### src/pkg/dgp_pkg.sv
// Contract
// - pc7 is serial data, programming data, or gpio
// - pc6 is serial clock, programming clock, or gpio
// - pc7/pc6 pull-up off in serial mode
// - change on pc7..pc4 raises interrupt request
// - pc5..pc0 weak pull-ups when enabled
// - pc3 feeds timer clock when option selects
// - pc1 is gpio or comparator a output
// - pc0 is gpio or reference a output
// - direction bit one input, zero output
// - port c direction resets to all ones
// - serial mode overrides pc7/pc6 direction
// - comparator a enable overrides pc1/pc0 direction
// - port d is eight gpio pins
// - pd7..pd4 selectable as analog inputs
// - pd7..pd4 digital input reads pin
// - pd7..pd4 analog input reads zero
// - pd3 is gpio or reference b output
// - pd2 is gpio or comparator b output
// - select bit moves serial lines to pd1/pd0
// - pd1/pd0 pull-up off in serial mode
// - comparator a enable claims pc0/pc1 pins
// - comparator b enable claims pd3/pd2 pins
// - change compares inputs against last read
// - active-low enable turns on pc5..pc0 pull-ups
package dgp_pkg;
   // register index; byte address is four times the index
   localparam logic [9:0]  IDX_PORT_C_DATA      = 10'h007;
   localparam logic [9:0]  IDX_PORT_D_DATA      = 10'h008;
   localparam logic [9:0]  IDX_PORT_C_DIRECTION = 10'h087;
   localparam logic [9:0]  IDX_PORT_D_DIRECTION = 10'h088;
   localparam logic [11:0] OFF_PORT_C_DATA      = {IDX_PORT_C_DATA, 2'b00};
   localparam logic [11:0] OFF_PORT_D_DATA      = {IDX_PORT_D_DATA, 2'b00};
   localparam logic [11:0] OFF_PORT_C_DIRECTION = {IDX_PORT_C_DIRECTION, 2'b00};
   localparam logic [11:0] OFF_PORT_D_DIRECTION = {IDX_PORT_D_DIRECTION, 2'b00};
   localparam logic [11:0] OFF_CONTROL          = 12'h300;
   localparam logic [11:0] OFF_STATUS           = 12'h304;
   localparam logic [7:0]  RST_DIRECTION        = 8'hFF;
   localparam logic [7:0]  RST_DATA             = 8'h00;
   localparam logic [7:0]  RST_ANALOG           = 8'h00;
   // control register fields
   localparam int CTL_SERIAL_EN   = 0;
   localparam int CTL_SERIAL_SEL  = 1;
   localparam int CTL_CMPA_OE     = 2;
   localparam int CTL_CMPB_OE     = 3;
   localparam int CTL_PULLUP_N    = 4;
   localparam int CTL_TIMER_EXT   = 5;
   localparam int CTL_CHANGE_IE   = 6;
   localparam int CTL_ANALOG_LSB  = 8;
   localparam int CTL_ANALOG_W    = 4;
   localparam logic [31:0] RST_CONTROL = 32'h0000_0010;
   // status register fields
   localparam int STS_CHANGE_FLAG = 0;

   typedef struct packed {
      logic [7:0] o;
      logic [7:0] oe;
      logic [7:0] pu;
   } dgp_drive_t;

   // alternate function signals from other modules
   typedef struct packed {
      logic serial_sda_o;
      logic serial_sda_oe;
      logic serial_scl_o;
      logic serial_scl_oe;
      logic comparator_a;
      logic reference_a;
      logic comparator_b;
      logic reference_b;
   } dgp_alt_t;
endpackage

### src/rtl/dgp_port.sv
`timescale 1ns/1ps
module dgp_port (
   input  wire logic            pclk,
   input  wire logic            presetn,
   input  wire logic            psel,
   input  wire logic            penable,
   input  wire logic            pwrite,
   input  wire logic [11:0]     paddr,
   input  wire logic [31:0]     pwdata,
   input  wire logic [3:0]      pstrb,
   output      logic [31:0]     prdata,
   output      logic            pready,
   output      logic            pslverr,
   input  wire logic [7:0]      pc_in,
   input  wire logic [7:0]      pd_in,
   output      dgp_pkg::dgp_drive_t pc_drv,
   output      dgp_pkg::dgp_drive_t pd_drv,
   input  wire dgp_pkg::dgp_alt_t   alt,
   input  wire logic            programming_mode,
   output      logic            serial_sda_in,
   output      logic            serial_scl_in,
   output      logic            timer_clock_in,
   output      logic            timer_clock_select,
   output      logic [3:0]      analog_select,
   output      logic            change_interrupt
);
   ////////////////////////////////////////////////////////////////////////////
   // registers
   logic [7:0]  port_c_data;
   logic [7:0]  port_d_data;
   logic [7:0]  port_c_direction;
   logic [7:0]  port_d_direction;
   logic [31:0] control;
   logic        change_interrupt_flag;
   logic [3:0]  change_ref;
   logic [7:0]  pc_s1, pc_s2, pd_s1, pd_s2;

   ////////////////////////////////////////////////////////////////////////////
   // pin synchronisers
   always_ff @(posedge pclk or negedge presetn) begin
      if (!presetn) begin
         pc_s1 <= 8'h00;
         pc_s2 <= 8'h00;
         pd_s1 <= 8'h00;
         pd_s2 <= 8'h00;
      end else begin
         pc_s1 <= pc_in;
         pc_s2 <= pc_s1;
         pd_s1 <= pd_in;
         pd_s2 <= pd_s1;
      end
   end

   ////////////////////////////////////////////////////////////////////////////
   // mode decode
   wire serial_en  = control[dgp_pkg::CTL_SERIAL_EN];
   wire serial_sel = control[dgp_pkg::CTL_SERIAL_SEL];
   wire cmpa_oe    = control[dgp_pkg::CTL_CMPA_OE];
   wire cmpb_oe    = control[dgp_pkg::CTL_CMPB_OE];
   wire pullup_n   = control[dgp_pkg::CTL_PULLUP_N];
   wire change_ie  = control[dgp_pkg::CTL_CHANGE_IE];
   wire [3:0] analog = control[dgp_pkg::CTL_ANALOG_LSB +: dgp_pkg::CTL_ANALOG_W];
   wire serial_c   = (serial_en && !serial_sel) || programming_mode;
   wire serial_d   = serial_en && serial_sel;

   // default: latch drives where direction bit is zero
   wire [7:0] c_gpio_oe = ~port_c_direction;
   wire [7:0] d_gpio_oe = ~port_d_direction;

   logic [7:0] next_pc_o, next_pc_oe, next_pc_pu;
   logic [7:0] next_pd_o, next_pd_oe, next_pd_pu;
   always_comb begin
      next_pc_o  = port_c_data;
      next_pc_oe = c_gpio_oe;
      next_pc_pu = {2'b11, {6{~pullup_n}} & port_c_direction[5:0]};
      if (serial_c) begin
         next_pc_o[7:6]  = {alt.serial_sda_o, alt.serial_scl_o};
         next_pc_oe[7:6] = {alt.serial_sda_oe, alt.serial_scl_oe};
         next_pc_pu[7:6] = 2'b00;
      end
      if (cmpa_oe) begin
         next_pc_o[1:0]  = {alt.comparator_a, alt.reference_a};
         next_pc_oe[1:0] = 2'b11;
         next_pc_pu[1:0] = 2'b00;
      end
      next_pd_o  = port_d_data;
      next_pd_oe = d_gpio_oe & ~{analog, 4'h0};
      next_pd_pu = 8'h03;
      if (cmpb_oe) begin
         next_pd_o[3:2]  = {alt.reference_b, alt.comparator_b};
         next_pd_oe[3:2] = 2'b11;
      end
      if (serial_d) begin
         next_pd_o[1:0]  = {alt.serial_sda_o, alt.serial_scl_o};
         next_pd_oe[1:0] = {alt.serial_sda_oe, alt.serial_scl_oe};
         next_pd_pu[1:0] = 2'b00;
      end
   end

   ////////////////////////////////////////////////////////////////////////////
   // read values and change detect
   wire [7:0] pd_read = pd_s2 & ~{analog, 4'h0};
   wire [3:0] change_inputs = port_c_direction[7:4]
                            & ~{serial_c, serial_c, 2'b00};
   wire [3:0] mismatch = (pc_s2[7:4] ^ change_ref) & change_inputs;
   wire       change_hit = |mismatch;

   ////////////////////////////////////////////////////////////////////////////
   // apb decode
   wire acc      = psel && penable;
   wire wr       = acc && pwrite;
   wire rd       = acc && !pwrite;
   wire hit_pc   = paddr == dgp_pkg::OFF_PORT_C_DATA;
   wire hit_pd   = paddr == dgp_pkg::OFF_PORT_D_DATA;
   wire hit_pcd  = paddr == dgp_pkg::OFF_PORT_C_DIRECTION;
   wire hit_pdd  = paddr == dgp_pkg::OFF_PORT_D_DIRECTION;
   wire hit_ctl  = paddr == dgp_pkg::OFF_CONTROL;
   wire hit_sts  = paddr == dgp_pkg::OFF_STATUS;
   wire mapped   = hit_pc | hit_pd | hit_pcd | hit_pdd | hit_ctl | hit_sts;
   wire b0       = pstrb[0];
   wire sts_clr  = wr && hit_sts && b0 && pwdata[dgp_pkg::STS_CHANGE_FLAG];

   logic [31:0] next_prdata;
   always_comb begin
      next_prdata = 32'h0000_0000;
      if (hit_pc) next_prdata[7:0] = pc_s2;
      if (hit_pd) next_prdata[7:0] = pd_read;
      if (hit_pcd) next_prdata[7:0] = port_c_direction;
      if (hit_pdd) next_prdata[7:0] = port_d_direction;
      if (hit_ctl) next_prdata = control;
      if (hit_sts) next_prdata[dgp_pkg::STS_CHANGE_FLAG] = change_interrupt_flag;
   end

   ////////////////////////////////////////////////////////////////////////////
   // register writes
   always_ff @(posedge pclk or negedge presetn) begin
      if (!presetn) begin
         port_c_data      <= dgp_pkg::RST_DATA;
         port_d_data      <= dgp_pkg::RST_DATA;
         port_c_direction <= dgp_pkg::RST_DIRECTION;
         port_d_direction <= dgp_pkg::RST_DIRECTION;
         control          <= dgp_pkg::RST_CONTROL;
      end else if (wr && b0) begin
         if (hit_pc) port_c_data <= pwdata[7:0];
         if (hit_pd) port_d_data <= pwdata[7:0];
         if (hit_pcd) port_c_direction <= pwdata[7:0];
         if (hit_pdd) port_d_direction <= pwdata[7:0];
         if (hit_ctl) control <= {20'h00000, pwdata[11:8], 1'b0, pwdata[6:0]};
      end else if (wr && hit_ctl && pstrb[1]) begin
         control[11:8] <= pwdata[11:8];
      end
   end

   // port c read refreshes the compare value; set wins over clear
   always_ff @(posedge pclk or negedge presetn) begin
      if (!presetn) begin
         change_ref            <= 4'h0;
         change_interrupt_flag <= 1'b0;
      end else begin
         if (rd && hit_pc) change_ref <= pc_s2[7:4];
         if (change_hit) change_interrupt_flag <= 1'b1;
         else if (sts_clr) change_interrupt_flag <= 1'b0;
      end
   end

   ////////////////////////////////////////////////////////////////////////////
   // registered outputs
   always_ff @(posedge pclk or negedge presetn) begin
      if (!presetn) begin
         pc_drv             <= '0;
         pd_drv             <= '0;
         prdata             <= 32'h0000_0000;
         pready             <= 1'b0;
         pslverr            <= 1'b0;
         serial_sda_in      <= 1'b1;
         serial_scl_in      <= 1'b1;
         timer_clock_in     <= 1'b0;
         timer_clock_select <= 1'b0;
         analog_select      <= 4'h0;
         change_interrupt   <= 1'b0;
      end else begin
         pc_drv             <= '{o: next_pc_o, oe: next_pc_oe, pu: next_pc_pu};
         pd_drv             <= '{o: next_pd_o, oe: next_pd_oe, pu: next_pd_pu};
         pready             <= acc && !pready;
         pslverr            <= acc && !pready && !mapped;
         prdata             <= (rd && !pready) ? next_prdata : 32'h0000_0000;
         serial_sda_in      <= serial_d ? pd_s2[1] : pc_s2[7];
         serial_scl_in      <= serial_d ? pd_s2[0] : pc_s2[6];
         timer_clock_in     <= pc_s2[3];
         timer_clock_select <= control[dgp_pkg::CTL_TIMER_EXT];
         analog_select      <= analog;
         change_interrupt   <= change_interrupt_flag && change_ie;
      end
   end
endmodule

### config.mk
export PLATFORM = sky130hd
export DESIGN_NAME = dgp_port
export DESIGN_NICKNAME = d
export VERILOG_FILES = /design/src/pkg/dgp_pkg.sv /design/src/rtl/dgp_port.sv
export SDC_FILE = /design/constraint.sdc
export NUM_CORES = 1
export LEC_CHECK = 0
export BUFFER_PORTS_ARGS = -buffer_cell sky130_fd_sc_hd__buf_2
export CORE_MARGIN = 3
export CORE_UTILIZATION = 48
export CTS_CLUSTER_DIAMETER = 80
export DETAILED_ROUTE_END_ITERATION = 10
export PLACE_DENSITY = 0.87
export SLEW_MARGIN = 20
export SYNTH_ARGS = -nofsm -noshare
export SYNTH_HDL_FRONTEND = slang
export SYNTH_SLANG_ARGS = --single-unit
### constraint.sdc
create_clock -name pclk -period 2.08 [get_ports pclk]
set_clock_uncertainty 0.2 [all_clocks]
set_input_delay 0.312 -clock pclk [delete_from_list [all_inputs] [get_ports pclk]]
set_output_delay 0.312 -clock pclk [all_outputs]
set_load 0.02 [all_outputs]
==> flow_summary.yaml <==
clock_tree:
  cts_buffer_depth: 2
  htree_levels: 4
  cts_made_buffers: 17
  cts_root_buf: "clkbuf_16"
  clock_latency_ps: 430
  post-cts-setup-buffers: 0
  cts.sinks: 143
  cts_tree: "built"
  path_clk_slew_ps: 60
yosys:
  ys_ff_latch: 143
  yosys.area_share.simple_pct: 11.9
  synth-adder-area-share_pct: 0
  seq_area_frac_synth_pct: 64.9
  ys.warnings.count: 0
  synthMuxAreaShare_pct: 12.1
  yosys.cell_count.top_type: "dfrtp_1"
  synth_xor_xnor_area_share_pct: 0.788
  synthTopCellsByCount: "dfrtp_1 (124), mux2_2 (55), buf_4 (30)"
  synth_top_area_share_pct: 55.9
  synth_top_family_by_area: "multiplexers"
  synth_edf_count: 0
  synth_compound_area_share_pct: 4.98
  synth.avg_cell_area_um2: 13.8
  synth_top_flop_cell: "dfrtp_1"
  synth_top_area_cell: "dfrtp_1"
  netlist_area_um2: 5550
  yosys-top-cells-area: "dfrtp_1 (56%), mux2_2 (11%), dfstp_2 (9.0%)"
  syn_inst: 403
  ys_types: 57
  synth-async-reset-ratio_pct: 100
drt:
  ant_nets: 0
  vias_per_cell: 5.08
  dr.pass1.iters: 4
  drcViolationCount: 0
  wire_per_inst_um: 18.8
  routed_wirelength_um: 14400
  vias: 3883
  drt_iter0_markers: 303
global_route:
  grt_pass1_wl_um: 22700
  grt_max_degree: 52
  overflow: 0
  grt_usage_pct: 23.5
  antenna_found_initial: 0
  grt_pass1_vias: 4212
setup_path:
  cp-end-kind: "flop"
  r2r_cells: 5
  crit_arrival_ps: 1900
  cp.required_ps: 2190
  cp_max_fo: 4
  r2r_end: "change_interrupt_flag"
  critPathKind: "input port to flop"
  rrSetupSlack_ps: 390
  startpoint_type: "input port"
  worst_r2r_startpoint: "control[1]"
power:
  p_per_area_nw_per_um2: 845
  vdd_drop_max_mv: 0.931
  total_power_uw: 6390
  p_leak_uw: 0.00376
worst_hold_path:
  min_from: "pwdata[5]"
  hold-path-cell-count: 2
  min_delay_worst_endpoint: "port_d_data[5]"
  hold_class: "input port to flop"
layout:
  num-nets-final: 690
  fill_cells: 768
  diodes: 0
  drive_above_1_share_pct: 46.1
  layout-area-overhead-vs-synth_pct: 36.1
placement:
  place.gp.congestion: 0.934
  place_hpwl_um: 10300
  post-place-ws_ps: -133
  io_buffers: 120
floorplanning:
  die-area_um2: 12900
  start_util_pct: 50.1
  die_w_um: 114
  io_pins: 169
  rows: 38
  die-height_um: 114
  core_area_um2: 11100
timing:
  setup_viol: 0
  fmax_mhz: 558
  hold_violations: 0
  timing.final.crit_share_pct: 86.2
  slew_viol_final: 0
  setup_ws_ps: 287
  period_minus_slack_ps: 1790
  rsz0062_at_grt: "false"
status:
  status: "complete, no violations"
run:
  max-cap-violations: 0
registers in the layout, indices dropped and copies added (netlist names), 11 cells and up:
| name | count |
|---|---|
| prdata | 12 |
| pd_drv | 17 |
| control | 11 |
| pc_drv | 23 |
timing repair:
item                      in CTS  in global routing
hold buffers                  34                  0
gates resized for setup        0                  0
hold endpoints to repair     102                  0
cell type report:
class,count,area (um^2),area share [%]
Sequential cell,143,3600,47.7
Multi-Input combinational cell,237,1750,23.1
Tap cell,140,175,2.32
Timing Repair Buffer,202,1370,18.1
Clock inverter,14,180,2.38
Clock buffer,18,439,5.81
Inverter,11,41.3,0.546
power by group:
group	total [uW]	switching, uW	internal (uW)
combinational	393	236	157
sequential	2850	19.1	2830
clock	3150	1210	1940
total	6390	1470	4920
routing by layer:
metal / part of all wire, % / track usage [%] / up-vias
li1: - / - / 1784
met1: 42 / 29.6 / 1955
met2: 51 / 39.5 / 126
met3: 5.1 / 5.15 / 18
met4: 1.8 / 10.0 / 0
met5: 0 / 0 / -
worst max-delay path: stages:
cell	delay [ps]
buf_2	120
or4_1	550
nor2_1	200
and4_1	350
mux2_2	360
kinds of logic after synthesis:
group           Yosys count
other cells               1
xor+xnor                  5
buf+inv                  48
flops                   143
simple gates            106
compound gates           40
mux                      60
cells in the final DEF, fill, tap and decap left out, types with 4 or more instances in the layout:
| cell type | Yosys | routed |
|---|---|---|
| clkinv_4 | 0 | 4 |
| nand3_1 | 7 | 7 |
| nor4_4 | 4 | 4 |
| nand2b_1 | 5 | 5 |
| conb_1 | 1 | 26 |
| clkbuf_16 | 0 | 17 |
| dfrtp_1 | 124 | 124 |
| nand4_1 | 4 | 4 |
| and3_1 | 14 | 14 |
| a21oi_1 | 7 | 7 |
| mux2_2 | 55 | 55 |
| dfstp_2 | 19 | 19 |
| inv_1 | 11 | 11 |
| buf_4 | 30 | 43 |
| nor2_1 | 20 | 20 |
| nor3_1 | 11 | 11 |
| o31ai_1 | 4 | 4 |
| dlygate4sd3_1 | 0 | 34 |
| buf_12 | 0 | 5 |
| nand2_1 | 15 | 15 |
| inv_6 | 0 | 4 |
| xor2_1 | 5 | 5 |
| o21ai_0 | 8 | 8 |
| buf_2 | 2 | 119 |
how the worst max path moves through the flow:
stage	startpoint	to	slack [ps]	cells after the start
after floorplan	paddr[2]	port_d_direction[0]	20	5
after global placement	paddr[1]	change_ref[3]	-120	5
after detailed placement	paddr[1]	change_ref[2]	-130	5
after CTS	paddr[1]	change_ref[2]	310	5
after global routing	paddr[3]	control[0]	170	7
final	paddr[1]	change_ref[2]	290	5
stage by stage:
step / TNS [ps] / hold slack [ps] / instance area, um^2 / util, % / instances
global placement: -1550 / 83.8 / 6600 / 59.6 / 699
finish: 0 / 15.4 / 7560 / 68.2 / 765
floorplan: 0 / -184 / 5650 / - / 428
CTS: 0 / 4.05 / 7560 / 68.2 / 765
global route: 0 / 17.1 / 7560 / 68.2 / 765
detailed placement: -2470 / 93.4 / 6600 / 59.6 / 699
(Power assumes the default switching activity.)
